===== config.mk =====
export PLATFORM = sky130hd
export DESIGN_NAME = render_engine_command_regs
export DESIGN_NICKNAME = d
export VERILOG_FILES = /design/src/design/render_pkg.sv /design/src/design/render_depth_test.sv /design/src/design/render_engine_command_regs.sv
export VERILOG_INCLUDE_DIRS = /design/src /design/src/design
export SDC_FILE = /design/constraint.sdc
export NUM_CORES = 2
export LEC_CHECK = 0
export ABC_AREA = 1
export BUFFER_PORTS_ARGS = -buffer_cell sky130_fd_sc_hd__buf_2
export CAP_MARGIN = 20
export CORE_MARGIN = 2
export CORE_UTILIZATION = 40
export CTS_BUF_LIST = sky130_fd_sc_hd__clkbuf_4 sky130_fd_sc_hd__clkbuf_8 sky130_fd_sc_hd__clkbuf_16
export DETAILED_ROUTE_END_ITERATION = 10
export PLACE_DENSITY = 0.61
export SLEW_MARGIN = 10
export SYNTH_ARGS = -nofsm -noshare
export SYNTH_HDL_FRONTEND = slang
export SYNTH_SLANG_ARGS = --single-unit

===== constraint.sdc =====
create_clock -name clk -period 26.6 [get_ports clk]
set_input_delay 5.32 -clock clk [delete_from_list [all_inputs] [get_ports clk]]
set_output_delay 5.32 -clock clk [all_outputs]
set_load 0.01 [all_outputs]

===== src/design/render_params.svh =====
// Offsets, field positions, codes and reset values of the render command registers.
//
// Behaviour
// - Depth stride bits 11-0, low three zero
// - Texture base bits 21-3, quadword aligned
// - No wrap and outside: border colour used
// - Border bytes used according to texel format
// - Fog enable blends fog colour by alpha
// - Four-bit blend texels interpolate between two limits
// - Launch on command write or last parameter
// - Auto-execute off with NOP launches nothing
// - Clipping active only while bit 1 set
// - Target pixel format codes, others reserved
// - Texel format codes in bits 7-5
// - Mipmap size at most nine
// - Filter codes; video only with YUV; 111 reserved
// - Texture blend reflect, modulate, decal
// - Alpha blend off, texture or source alpha
// - Depth compare never, relations, always
// - Depth written only when compare passes
// - Depth buffering modes, 11 means none
// - Draw command codes, others reserved
// - Bit 31 reads one while 3D executes
// - Scan-line count write launches line set
`ifndef RENDER_PARAMS_SVH
`define RENDER_PARAMS_SVH

`define ADR_FOG 16'hb0f4
`define ADR_LCMD 16'hb100
`define ADR_LGBD 16'hb144
`define ADR_LYCNT 16'hb17c
`define ADR_ZSTR_L 16'hb0e8
`define ADR_ZSTR_T 16'hb4e8
`define ADR_TBASE 16'hb4ec
`define ADR_BDR 16'hb4f0
`define ADR_C0 16'hb4f8
`define ADR_C1 16'hb4fc
`define ADR_TCMD 16'hb500
`define ADR_TLAUNCH 16'hb57c
`define ADR_STATUS 16'hb0f8

`define NREG 11
`define IX_FOG 4'h0
`define IX_LCMD 4'h1
`define IX_LGBD 4'h2
`define IX_LYCNT 4'h3
`define IX_ZSTR 4'h4
`define IX_TBASE 4'h5
`define IX_BDR 4'h6
`define IX_C0 4'h7
`define IX_C1 4'h8
`define IX_TCMD 4'h9
`define IX_TLAUNCH 4'ha

`define MSK_COLOUR 32'h00ff_ffff
`define MSK_ZSTR 32'h0000_0ff8
`define MSK_TBASE 32'h003f_fff8
`define MSK_CMD 32'h7fff_ffff
`define MSK_YCNT 32'h8000_07ff
`define MSK_FULL 32'hffff_ffff
`define RST_REG 32'h0000_0000
`define RST_CMD 32'h7800_0000

`define ST_BUSY 0
`define ST_FAULT 1

`define CMD_GOURAUD 4'h0
`define CMD_LIT 4'h1
`define CMD_UNLIT 4'h2
`define CMD_LIT_PERSP 4'h5
`define CMD_UNLIT_PERSP 4'h6
`define CMD_LINE 4'h8
`define CMD_NOP 4'hf

`define DEST_FMT_MAX 3'h2
`define TEX_FMT_8888 3'h0
`define TEX_FMT_4444 3'h1
`define TEX_FMT_1555 3'h2
`define TEX_FMT_A4B4 3'h3
`define TEX_FMT_B4LO 3'h4
`define TEX_FMT_B4HI 3'h5
`define TEX_FMT_PAL 3'h6
`define TEX_FMT_YUV 3'h7
`define MIP_MAX 4'h9
`define FLT_MIP_NEAREST 3'h0
`define FLT_NEAREST 3'h4
`define FLT_VIDEO 3'h5
`define FLT_RSVD 3'h7
`define TXB_REFLECT 2'h0
`define TXB_MODULATE 2'h1
`define TXB_DECAL 2'h2
`define TXB_RSVD 2'h3
`define ALPHA_SRC 2'h3
`define ZB_DRAW_PASS 2'h2
`define ZB_NONE 2'h3

`define ZC_NEVER 3'h0
`define ZC_GT 3'h1
`define ZC_EQ 3'h2
`define ZC_GE 3'h3
`define ZC_LT 3'h4
`define ZC_NE 3'h5
`define ZC_LE 3'h6
`define ZC_ALWAYS 3'h7

`endif


===== src/design/render_pkg.sv =====
// Types shared by the render command register block.
package render_pkg;

   typedef struct packed {
      logic cyc;
      logic stb;
      logic we;
      logic [31:0] adr;
      logic [3:0] sel;
      logic [31:0] dat;
   } wb_req_s;

   typedef struct packed {
      logic dimension_select;
      logic [3:0] draw_command;
      logic texture_wrap_enable;
      logic [1:0] depth_buffering_mode;
      logic depth_update_enable;
      logic [2:0] depth_compare_mode;
      logic [1:0] alpha_blend_control;
      logic fog_enable;
      logic [1:0] texture_blend_mode;
      logic [2:0] texel_filter_mode;
      logic [3:0] mipmap_size;
      logic [2:0] texel_format;
      logic [2:0] target_pixel_format;
      logic hw_clip_enable;
      logic auto_execute;
   } cmd_cfg_s;

   typedef enum logic [0:0] {EXEC_IDLE, EXEC_3D} exec_state_e;

endpackage


===== src/design/render_depth_test.sv =====
// Depth compare and depth write decision for one pixel.
`timescale 1ns/1ps
`default_nettype none
`include "render_params.svh"
module render_depth_test (
   input wire logic [2:0] compare_mode,
   input wire logic update_enable,
   input wire logic [1:0] buffering_mode,
   input wire logic [15:0] zs,
   input wire logic [15:0] zzb,
   output logic pass,
   output logic write
);
   logic cmp;

   always_comb
   begin
      case (compare_mode)
         `ZC_NEVER: cmp = 1'b0;
         `ZC_GT: cmp = zs > zzb;
         `ZC_EQ: cmp = zs == zzb;
         `ZC_GE: cmp = zs >= zzb;
         `ZC_LT: cmp = zs < zzb;
         `ZC_NE: cmp = zs != zzb;
         `ZC_LE: cmp = zs <= zzb;
         default: cmp = 1'b1;
      endcase
   end

   // Without depth buffering every pixel passes and nothing is stored.
   assign pass = (buffering_mode == `ZB_NONE) ? 1'b1 : cmp;
   assign write = update_enable & cmp & (buffering_mode != `ZB_NONE)
                  & (buffering_mode != `ZB_DRAW_PASS);
endmodule
`default_nettype wire


===== src/design/render_engine_command_regs.sv =====
// Render engine parameter and command registers with launch control and pixel colouring.
`timescale 1ns/1ps
`default_nettype none
`include "render_params.svh"
module render_engine_command_regs (
   input wire logic clk,
   input wire logic rst_n,
   input wire render_pkg::wb_req_s wb_req,
   output logic [31:0] wb_dat_o,
   output logic wb_ack_o,
   input wire logic engine_done,
   output logic launch_o,
   output logic launch_line_o,
   output render_pkg::cmd_cfg_s active_cfg_o,
   output logic [11:0] depth_stride_o,
   output logic [21:0] texture_base_o,
   output logic [10:0] line_count_o,
   output logic line_dir_o,
   output logic clip_enable_o,
   output logic alpha_blend_enable_o,
   output logic alpha_use_source_o,
   input wire logic pix_valid_i,
   input wire logic [23:0] texel_rgb_i,
   input wire logic texel_outside_i,
   input wire logic [3:0] blend_weight_i,
   input wire logic [23:0] pixel_rgb_i,
   input wire logic [7:0] source_alpha_i,
   input wire logic [15:0] zs_i,
   input wire logic [15:0] zzb_i,
   output logic colour_valid_o,
   output logic [23:0] colour_o,
   output logic depth_pass_o,
   output logic depth_write_o
);
   import render_pkg::*;

   logic req;
   logic ack_r;
   logic [31:0] rdat_r;
   logic wr_now;
   logic hit;
   logic st_hit;
   logic [3:0] idx;
   logic [31:0] regs_r [0:`NREG-1];
   logic [31:0] wmerged;
   logic [31:0] rd_mux;
   exec_state_e exec_r;
   logic fault_r;
   cmd_cfg_s active_r;
   cmd_cfg_s lcmd;
   cmd_cfg_s tcmd;
   cmd_cfg_s wcmd;
   logic wr_lcmd;
   logic wr_tcmd;
   logic wr_ycnt;
   logic wr_tl;
   logic go_line;
   logic go_tri;
   logic go_cfg_bad;
   cmd_cfg_s go_cfg;
   logic [23:0] bdr_m;
   logic [23:0] chan_out;
   logic z_pass;
   logic z_write;
   logic colour_valid_r;
   logic [23:0] colour_r;
   logic depth_pass_r;
   logic depth_write_r;

   function automatic logic [31:0] merge(input logic [31:0] old, input logic [31:0] nw,
                                         input logic [3:0] sel);
      logic [31:0] r;
      r = old;
      for (int b = 0; b < 4; b++)
      begin
         if (sel[b])
         begin
            r[b*8 +: 8] = nw[b*8 +: 8];
         end
      end
      return r;
   endfunction

   function automatic logic [31:0] mask_of(input logic [3:0] i);
      case (i)
         `IX_FOG, `IX_BDR, `IX_C0, `IX_C1: mask_of = `MSK_COLOUR;
         `IX_LCMD, `IX_TCMD: mask_of = `MSK_CMD;
         `IX_ZSTR: mask_of = `MSK_ZSTR;
         `IX_TBASE: mask_of = `MSK_TBASE;
         `IX_LYCNT: mask_of = `MSK_YCNT;
         default: mask_of = `MSK_FULL;
      endcase
   endfunction

   function automatic logic [31:0] reset_of(input logic [3:0] i);
      if (i == `IX_LCMD || i == `IX_TCMD)
      begin
         reset_of = `RST_CMD;
      end
      else
      begin
         reset_of = `RST_REG;
      end
   endfunction

   function automatic logic runnable(input logic [3:0] c);
      case (c)
         `CMD_GOURAUD, `CMD_LIT, `CMD_UNLIT, `CMD_LIT_PERSP, `CMD_UNLIT_PERSP, `CMD_LINE: runnable = 1'b1;
         default: runnable = 1'b0;
      endcase
   endfunction

   // Flags any reserved or disallowed setting in a command that is launched.
   function automatic logic cfg_bad(input cmd_cfg_s c);
      logic pal_bad;
      pal_bad = (c.texel_format == `TEX_FMT_PAL)
                & (((c.texel_filter_mode != `FLT_MIP_NEAREST) & (c.texel_filter_mode != `FLT_NEAREST))
                   | (c.texture_blend_mode != `TXB_DECAL));
      cfg_bad = (c.target_pixel_format > `DEST_FMT_MAX) | (c.mipmap_size > `MIP_MAX)
                | (c.texel_filter_mode == `FLT_RSVD) | (c.texture_blend_mode == `TXB_RSVD)
                | ((c.texel_filter_mode == `FLT_VIDEO) & (c.texel_format != `TEX_FMT_YUV))
                | pal_bad;
   endfunction

   // Border bytes that the texel format actually uses; the rest read as zero.
   function automatic logic [23:0] border_mask(input logic [2:0] f);
      case (f)
         `TEX_FMT_PAL: border_mask = 24'h0000ff;
         `TEX_FMT_4444, `TEX_FMT_1555, `TEX_FMT_YUV: border_mask = 24'h00ffff;
         default: border_mask = 24'hffffff;
      endcase
   endfunction

   assign req = wb_req.cyc & wb_req.stb;
   assign wr_now = req & ack_r & wb_req.we;

   always_comb
   begin
      hit = 1'b1;
      st_hit = 1'b0;
      idx = `IX_FOG;
      case (wb_req.adr[15:0])
         `ADR_FOG: idx = `IX_FOG;
         `ADR_LCMD: idx = `IX_LCMD;
         `ADR_LGBD: idx = `IX_LGBD;
         `ADR_LYCNT: idx = `IX_LYCNT;
         `ADR_ZSTR_L, `ADR_ZSTR_T: idx = `IX_ZSTR;
         `ADR_TBASE: idx = `IX_TBASE;
         `ADR_BDR: idx = `IX_BDR;
         `ADR_C0: idx = `IX_C0;
         `ADR_C1: idx = `IX_C1;
         `ADR_TCMD: idx = `IX_TCMD;
         `ADR_TLAUNCH: idx = `IX_TLAUNCH;
         `ADR_STATUS:
         begin
            hit = 1'b0;
            st_hit = 1'b1;
         end
         default: hit = 1'b0;
      endcase
   end

   assign wmerged = merge(regs_r[idx], wb_req.dat, wb_req.sel) & mask_of(idx);

   // Register storage; reserved bits and aligned address bits are kept at zero.
   for (genvar g = 0; g < `NREG; g++)
   begin : g_reg
      always_ff @(posedge clk)
      begin
         if (!rst_n)
         begin
            regs_r[g] <= reset_of(4'(g));
         end
         else if (wr_now && hit && idx == 4'(g))
         begin
            regs_r[g] <= wmerged;
         end
      end
   end

   always_comb
   begin
      rd_mux = 32'h0000_0000;
      if (st_hit)
      begin
         rd_mux[`ST_BUSY] = (exec_r == EXEC_3D);
         rd_mux[`ST_FAULT] = fault_r;
      end
      else if (hit)
      begin
         rd_mux = regs_r[idx];
         if (idx == `IX_LCMD || idx == `IX_TCMD)
         begin
            rd_mux[31] = (exec_r == EXEC_3D);
         end
      end
   end

   // One wait state: ack follows the request by one cycle and drops after one.
   always_ff @(posedge clk)
   begin
      if (!rst_n)
      begin
         ack_r <= 1'b0;
         rdat_r <= 32'h0000_0000;
      end
      else
      begin
         ack_r <= req & ~ack_r;
         if (req && !ack_r && !wb_req.we)
         begin
            rdat_r <= rd_mux;
         end
      end
   end

   assign wb_ack_o = ack_r;
   assign wb_dat_o = rdat_r;

   assign lcmd = cmd_cfg_s'(regs_r[`IX_LCMD]);
   assign tcmd = cmd_cfg_s'(regs_r[`IX_TCMD]);
   assign wcmd = cmd_cfg_s'(wmerged);
   assign wr_lcmd = wr_now & hit & (idx == `IX_LCMD);
   assign wr_tcmd = wr_now & hit & (idx == `IX_TCMD);
   assign wr_ycnt = wr_now & hit & (idx == `IX_LYCNT);
   assign wr_tl = wr_now & hit & (idx == `IX_TLAUNCH);

   // A NOP or reserved code never launches, whatever the launch path.
   assign go_line = (wr_lcmd & ~wcmd.auto_execute & runnable(wcmd.draw_command))
                    | (wr_ycnt & lcmd.auto_execute & runnable(lcmd.draw_command));
   assign go_tri = (wr_tcmd & ~wcmd.auto_execute & runnable(wcmd.draw_command))
                   | (wr_tl & tcmd.auto_execute & runnable(tcmd.draw_command));
   assign go_cfg = (wr_lcmd | wr_tcmd) ? wcmd : (wr_ycnt ? lcmd : tcmd);
   assign go_cfg_bad = ((go_line | go_tri) & cfg_bad(go_cfg))
                       | ((wr_lcmd | wr_tcmd) & ~wcmd.auto_execute & ~runnable(wcmd.draw_command)
                          & (wcmd.draw_command != `CMD_NOP));

   always_ff @(posedge clk)
   begin
      if (!rst_n)
      begin
         launch_o <= 1'b0;
         launch_line_o <= 1'b0;
         active_r <= cmd_cfg_s'(`RST_CMD);
      end
      else
      begin
         launch_o <= go_line | go_tri;
         launch_line_o <= go_line;
         if (go_line || go_tri)
         begin
            active_r <= go_cfg;
            active_r.dimension_select <= 1'b1;
         end
      end
   end

   // A launch in the same cycle as engine_done keeps the engine marked busy.
   always_ff @(posedge clk)
   begin
      if (!rst_n)
      begin
         exec_r <= EXEC_IDLE;
      end
      else if (go_line || go_tri)
      begin
         exec_r <= EXEC_3D;
      end
      else if (engine_done)
      begin
         exec_r <= EXEC_IDLE;
      end
   end

   always_ff @(posedge clk)
   begin
      if (!rst_n)
      begin
         fault_r <= 1'b0;
      end
      else if (go_cfg_bad)
      begin
         fault_r <= 1'b1;
      end
      else if (wr_now && st_hit && wb_req.sel[0] && wb_req.dat[`ST_FAULT])
      begin
         fault_r <= 1'b0;
      end
   end

   assign active_cfg_o = active_r;
   assign depth_stride_o = regs_r[`IX_ZSTR][11:0];
   assign texture_base_o = regs_r[`IX_TBASE][21:0];
   assign line_count_o = regs_r[`IX_LYCNT][10:0];
   assign line_dir_o = regs_r[`IX_LYCNT][31];
   assign clip_enable_o = active_r.hw_clip_enable;
   assign alpha_blend_enable_o = active_r.alpha_blend_control[1];
   assign alpha_use_source_o = (active_r.alpha_blend_control == `ALPHA_SRC);

   assign bdr_m = regs_r[`IX_BDR][23:0] & border_mask(active_r.texel_format);

   // Per colour channel: texel source, four-bit blend interpolation, texture blend, fog.
   for (genvar c = 0; c < 3; c++)
   begin : g_chan
      logic [7:0] tex;
      logic [7:0] tsel;
      logic [7:0] pix;
      logic [7:0] comb;
      logic [13:0] lerp;
      logic [15:0] prod;
      logic [8:0] sum;
      logic [16:0] fog;
      logic [4:0] w_lo;
      logic interp;

      assign pix = pixel_rgb_i[c*8 +: 8];
      assign tex = (!active_r.texture_wrap_enable && texel_outside_i) ? bdr_m[c*8 +: 8]
                   : texel_rgb_i[c*8 +: 8];
      assign w_lo = 5'h10 - {1'b0, blend_weight_i};
      assign lerp = ({6'h00, regs_r[`IX_C0][c*8 +: 8]} * {9'h000, w_lo})
                    + ({6'h00, regs_r[`IX_C1][c*8 +: 8]} * {10'h000, blend_weight_i});
      assign interp = (active_r.texel_format == `TEX_FMT_A4B4) | (active_r.texel_format == `TEX_FMT_B4LO)
                      | (active_r.texel_format == `TEX_FMT_B4HI);
      assign tsel = (interp && !(!active_r.texture_wrap_enable && texel_outside_i)) ? lerp[11:4] : tex;
      assign prod = tsel * pix;
      assign sum = {1'b0, tsel} + {1'b0, pix};

      always_comb
      begin
         case (active_r.texture_blend_mode)
            `TXB_REFLECT: comb = sum[8] ? 8'hff : sum[7:0];
            `TXB_MODULATE: comb = prod[15:8];
            default: comb = tsel;
         endcase
      end

      assign fog = ({9'h000, comb} * {9'h000, 8'hff - source_alpha_i})
                   + ({9'h000, regs_r[`IX_FOG][c*8 +: 8]} * {9'h000, source_alpha_i});
      assign chan_out[c*8 +: 8] = active_r.fog_enable ? fog[15:8] : comb;
   end

   render_depth_test render_depth_test_inst (
      .compare_mode(active_r.depth_compare_mode),
      .update_enable(active_r.depth_update_enable),
      .buffering_mode(active_r.depth_buffering_mode),
      .zs(zs_i),
      .zzb(zzb_i),
      .pass(z_pass),
      .write(z_write)
   );

   always_ff @(posedge clk)
   begin
      if (!rst_n)
      begin
         colour_valid_r <= 1'b0;
         colour_r <= 24'h000000;
         depth_pass_r <= 1'b0;
         depth_write_r <= 1'b0;
      end
      else
      begin
         colour_valid_r <= pix_valid_i;
         if (pix_valid_i)
         begin
            colour_r <= chan_out;
            depth_pass_r <= z_pass;
            depth_write_r <= z_write;
         end
      end
   end

   assign colour_valid_o = colour_valid_r;
   assign colour_o = colour_r;
   assign depth_pass_o = depth_pass_r;
   assign depth_write_o = depth_write_r;

   AST_ACK_ONE: assert property (@(posedge clk) disable iff (!rst_n)
      req && !ack_r |=> ack_r ##1 !ack_r) else $error("ack not a single pulse");
   AST_STRIDE_ALIGN: assert property (@(posedge clk) disable iff (!rst_n)
      depth_stride_o[2:0] == 3'h0) else $error("depth stride low bits set");
   AST_TBASE_ALIGN: assert property (@(posedge clk) disable iff (!rst_n)
      texture_base_o[2:0] == 3'h0) else $error("texture base low bits set");
   AST_CMD_LAUNCH: assert property (@(posedge clk) disable iff (!rst_n)
      wr_lcmd && !wcmd.auto_execute && wcmd.draw_command == `CMD_LINE |=> launch_o && launch_line_o)
      else $error("command write did not launch");
   AST_AUTO_WAIT: assert property (@(posedge clk) disable iff (!rst_n)
      wr_tcmd && wcmd.auto_execute && !wr_tl |=> !launch_o) else $error("auto-execute launched early");
   AST_NOP_SILENT: assert property (@(posedge clk) disable iff (!rst_n)
      (wr_lcmd || wr_tcmd) && wcmd.draw_command == `CMD_NOP |=> !launch_o) else $error("NOP launched");
   AST_YCNT_LAUNCH: assert property (@(posedge clk) disable iff (!rst_n)
      wr_ycnt && lcmd.auto_execute && runnable(lcmd.draw_command) |=> launch_line_o && launch_o)
      else $error("scan-line count write did not launch");
   AST_BUSY_FLAG: assert property (@(posedge clk) disable iff (!rst_n)
      launch_o |-> exec_r == EXEC_3D && active_r.dimension_select) else $error("3D busy not shown");
   AST_BORDER_USED: assert property (@(posedge clk) disable iff (!rst_n)
      pix_valid_i && !active_r.texture_wrap_enable && texel_outside_i && !active_r.fog_enable
      && active_r.texel_format == `TEX_FMT_8888 && active_r.texture_blend_mode == `TXB_DECAL
      |=> colour_o == $past(regs_r[`IX_BDR][23:0])) else $error("border colour not used");
   AST_DEPTH_WRITE: assert property (@(posedge clk) disable iff (!rst_n)
      colour_valid_o && depth_write_o |-> depth_pass_o) else $error("depth written on failed test");
   AST_NO_ZBUF: assert property (@(posedge clk) disable iff (!rst_n)
      pix_valid_i && active_r.depth_buffering_mode == `ZB_NONE |=> !depth_write_o && depth_pass_o)
      else $error("depth written without buffering");
endmodule
`default_nettype wire


==> results.ini <==
[sta]
drv_slew=0
hold_viol_final=0
tns_ns=0
clock.fmax_mhz=48.4
slew-limit-headroom=0.230
rsz0062_at_grt=no
min_period_ns=20.65
setup_viol=0
period_share=0.776
worst_slew_pin_slew_ns=1.15
finClkSkew_ns=0.0401

[setup_path]
path_class=in2reg
cp_max_fo=47
crit_arrival_ns=21.12
path_common_cell=inv_1
crit_path_end_kind=register
worst_path_max_delay_cell=fa_1
critPathRequiredTime_ns=27.08
worstReg2RegStart=regs_r[8][1]
max_stage_delay_ns=0.55
worst_setup_path_start_kind=primary input
r2r_end=colour_o[6]
rrSetupSlack_ns=11.38
ff2ff_path_depth=66

[floorplan]
die_h_um=354
start_util=0.403
die_w_um=354
ios=311
design.die.area_um2=126000
core_um2=122000
rows=128

[synthesis]
synth_seq_cells=448
async_flop_share=0
yosys_warnings=0
syn_area_um2=49100
synth_flop_cell=edfxtp_1
synth-edff-count=352
netlist_instances=6256
ys_types=65
ys_seq_area_frac=0.254
avgSynthCellArea_um2=7.85

[power]
p_seq_frac=0.183
power.density_nw_per_um2=81.4
pwr-share-comb=0.645
power_mw=4.37
internal_power_mw=2.35
pwr-share-clk=0.171
leakage_nw=28.2
vdd_drop_max_uv=119
switchingPower_mw=2.02
swShare=0.462

[clocking]
cts_tree=done
clk_pin_slew_ns=0.06
htree_levels=2
cts_setup_buffers=0
clk_latency_ns=0.66
cts_buffer_depth=3
cts_resized=0
cts_buffers=52
hold_buffers=0
root_buffer=clkbuf_16
clock_sinks=448

[detailed_routing]
viasPerCell=5.14
finalWirelength_um=168000
vias=41736
drtIter0Drc=3704
drtPass1Iterations=6
detail-route-antenna-nets=0
wl_per_cell_um=20.7
drc=0

[global_route]
grt_max_degree=80
grt_first_pass_wirelength_um=254000
grt_pass1_vias=42209
grt-ovfl-total=0
antenna_found_initial=4
grt_util_all_layers=0.267

[cells_and_area]
areaGrowthSynthToFinish_pct=9.31
num-fill-cells=12262
layout_commonest_cell=nand2_1
final_cell_mix=nand2_1, inv_1, nor2_1, fa_1, ha_1
nets=7534
drive_gt1_frac=0.0890

[run]
max-cap-violations=0

[placed_design]
numPortBuffers=294
gp_congestion=0.957
hpwlAfterDp_um=129000

[hold_path]
min_to=active_cfg_o[31]
hold_path_class=reg2reg
min_path_cells=2
hp-start=active_cfg_o[31]

[status]
status=finished, final reports clean

==> critical path: cells and delay by family <==
family	cells	cell delay (ns)
compound gates	12	2.39
xor+xnor	2	0.34
fa+ha+maj	19	8.14
buf+inv	19	2.18
simple gates	19	2.69
==> kinds of logic after synthesis <==
family,after synthesis,synth area share
AND/OR/NAND/NOR,2651,0.222
AO/OA/AOI/OAI,548,0.0635
flip-flops,448,0.254
buffers and inverters,1619,0.131
adder cells (fa/ha/maj),924,0.317
other,1,0.0000764
XOR/XNOR,65,0.0116
==> final cells by class <==
class                           instances  area, um^2  area share
Multi-Input combinational cell       4250       30500       0.567
Sequential cell                       448       12500       0.233
Inverter                             1339        5030      0.0936
Tap cell                             1625        2030      0.0379
Timing Repair Buffer                  351        1900      0.0354
Clock buffer                           64        1450      0.0269
Clock inverter                         33         324     0.00604
Antenna cell                            3        7.51    0.000140
==> state kept, by name, indices dropped and copies added, names as in the netlist, 24 cells and up <==
signal,cells
active_cfg_o,31
wb_dat_o,32
colour_o,24
regs_r,352
==> Yosys cell counts (all sizes together) (2+ instances only) <==
cell type | number | share of area
o22ai | 14 | 0.0018
xor2 | 31 | 0.0055
ha | 390 | 0.099
clkbuf | 151 | 0.012
o21bai | 10 | 0.0015
dfxtp | 96 | 0.039
o211ai | 41 | 0.0065
nand2 | 1435 | 0.11
edfxtp | 352 | 0.22
or2 | 21 | 0.0027
xnor2 | 34 | 0.0061
clkinv | 6 | 0.00048
nand3b | 9 | 0.0014
nand3 | 315 | 0.033
nor4 | 3 | 0.00038
nor2 | 802 | 0.064
a22oi | 11 | 0.0017
a31oi | 5 | 0.00064
o21a | 2 | 0.00031
fa | 534 | 0.22
a21oi | 257 | 0.026
a211oi | 5 | 0.00076
a21o | 7 | 0.0011
and2 | 7 | 0.00089
a311oi | 2 | 0.00036
inv | 1333 | 0.10
o31ai | 9 | 0.0017
nand4 | 33 | 0.0043
a221oi | 5 | 0.00089
o21ai | 168 | 0.018
nor3 | 23 | 0.0023
o2111ai | 3 | 0.00054
buf | 129 | 0.017
==> per-layer routing <==
metal / wire [um] / GRT usage / part of all wire
met3: 13000 / 0.0402 / 0.077
met1: 65800 / 0.336 / 0.39
met5: 26 / 0 / 0.00016
met2: 78100 / 0.441 / 0.47
met4: 10700 / 0.144 / 0.064
==> worst max path at each step <==
stage                      startpoint     endpoint  slack (ns)  depth (start not counted)
floorplan           blend_weight_i[1]  colour_o[6]        7.50                         68
global placement    blend_weight_i[0]  colour_o[6]        5.52                         71
detailed placement  blend_weight_i[0]  colour_o[6]        5.43                         71
CTS                 blend_weight_i[0]  colour_o[6]        6.03                         71
global route        blend_weight_i[0]  colour_o[6]        4.90                         71
finish              blend_weight_i[0]  colour_o[6]        5.95                         71
==> metrics by stage <==
stage           util  hold slack [ns]  instances  instance area, um^2  setup slack [ns]
2_1_floorplan      -            0.428       6317                49300              7.50
3_3_place_gp   0.426            0.437       8013                51900              5.52
3_5_place_dp   0.426            0.448       8013                51900              5.43
4_1_cts        0.440            0.459       8110                53700              6.03
5_1_grt        0.440            0.473       8112                53700              4.90
6_report       0.440            0.454       8113                53700              5.95
==> power groups by stage <==
stage	logic, mW	clock network, mW	registers (mW)
after floorplan	2.20	0	0.807
after global placement	2.75	0	0.816
after detailed placement	2.81	0	0.816
after CTS	2.83	0.755	0.802
after global routing	3.31	0.784	0.804
final	2.82	0.748	0.802
(Power assumes the default switching activity.)
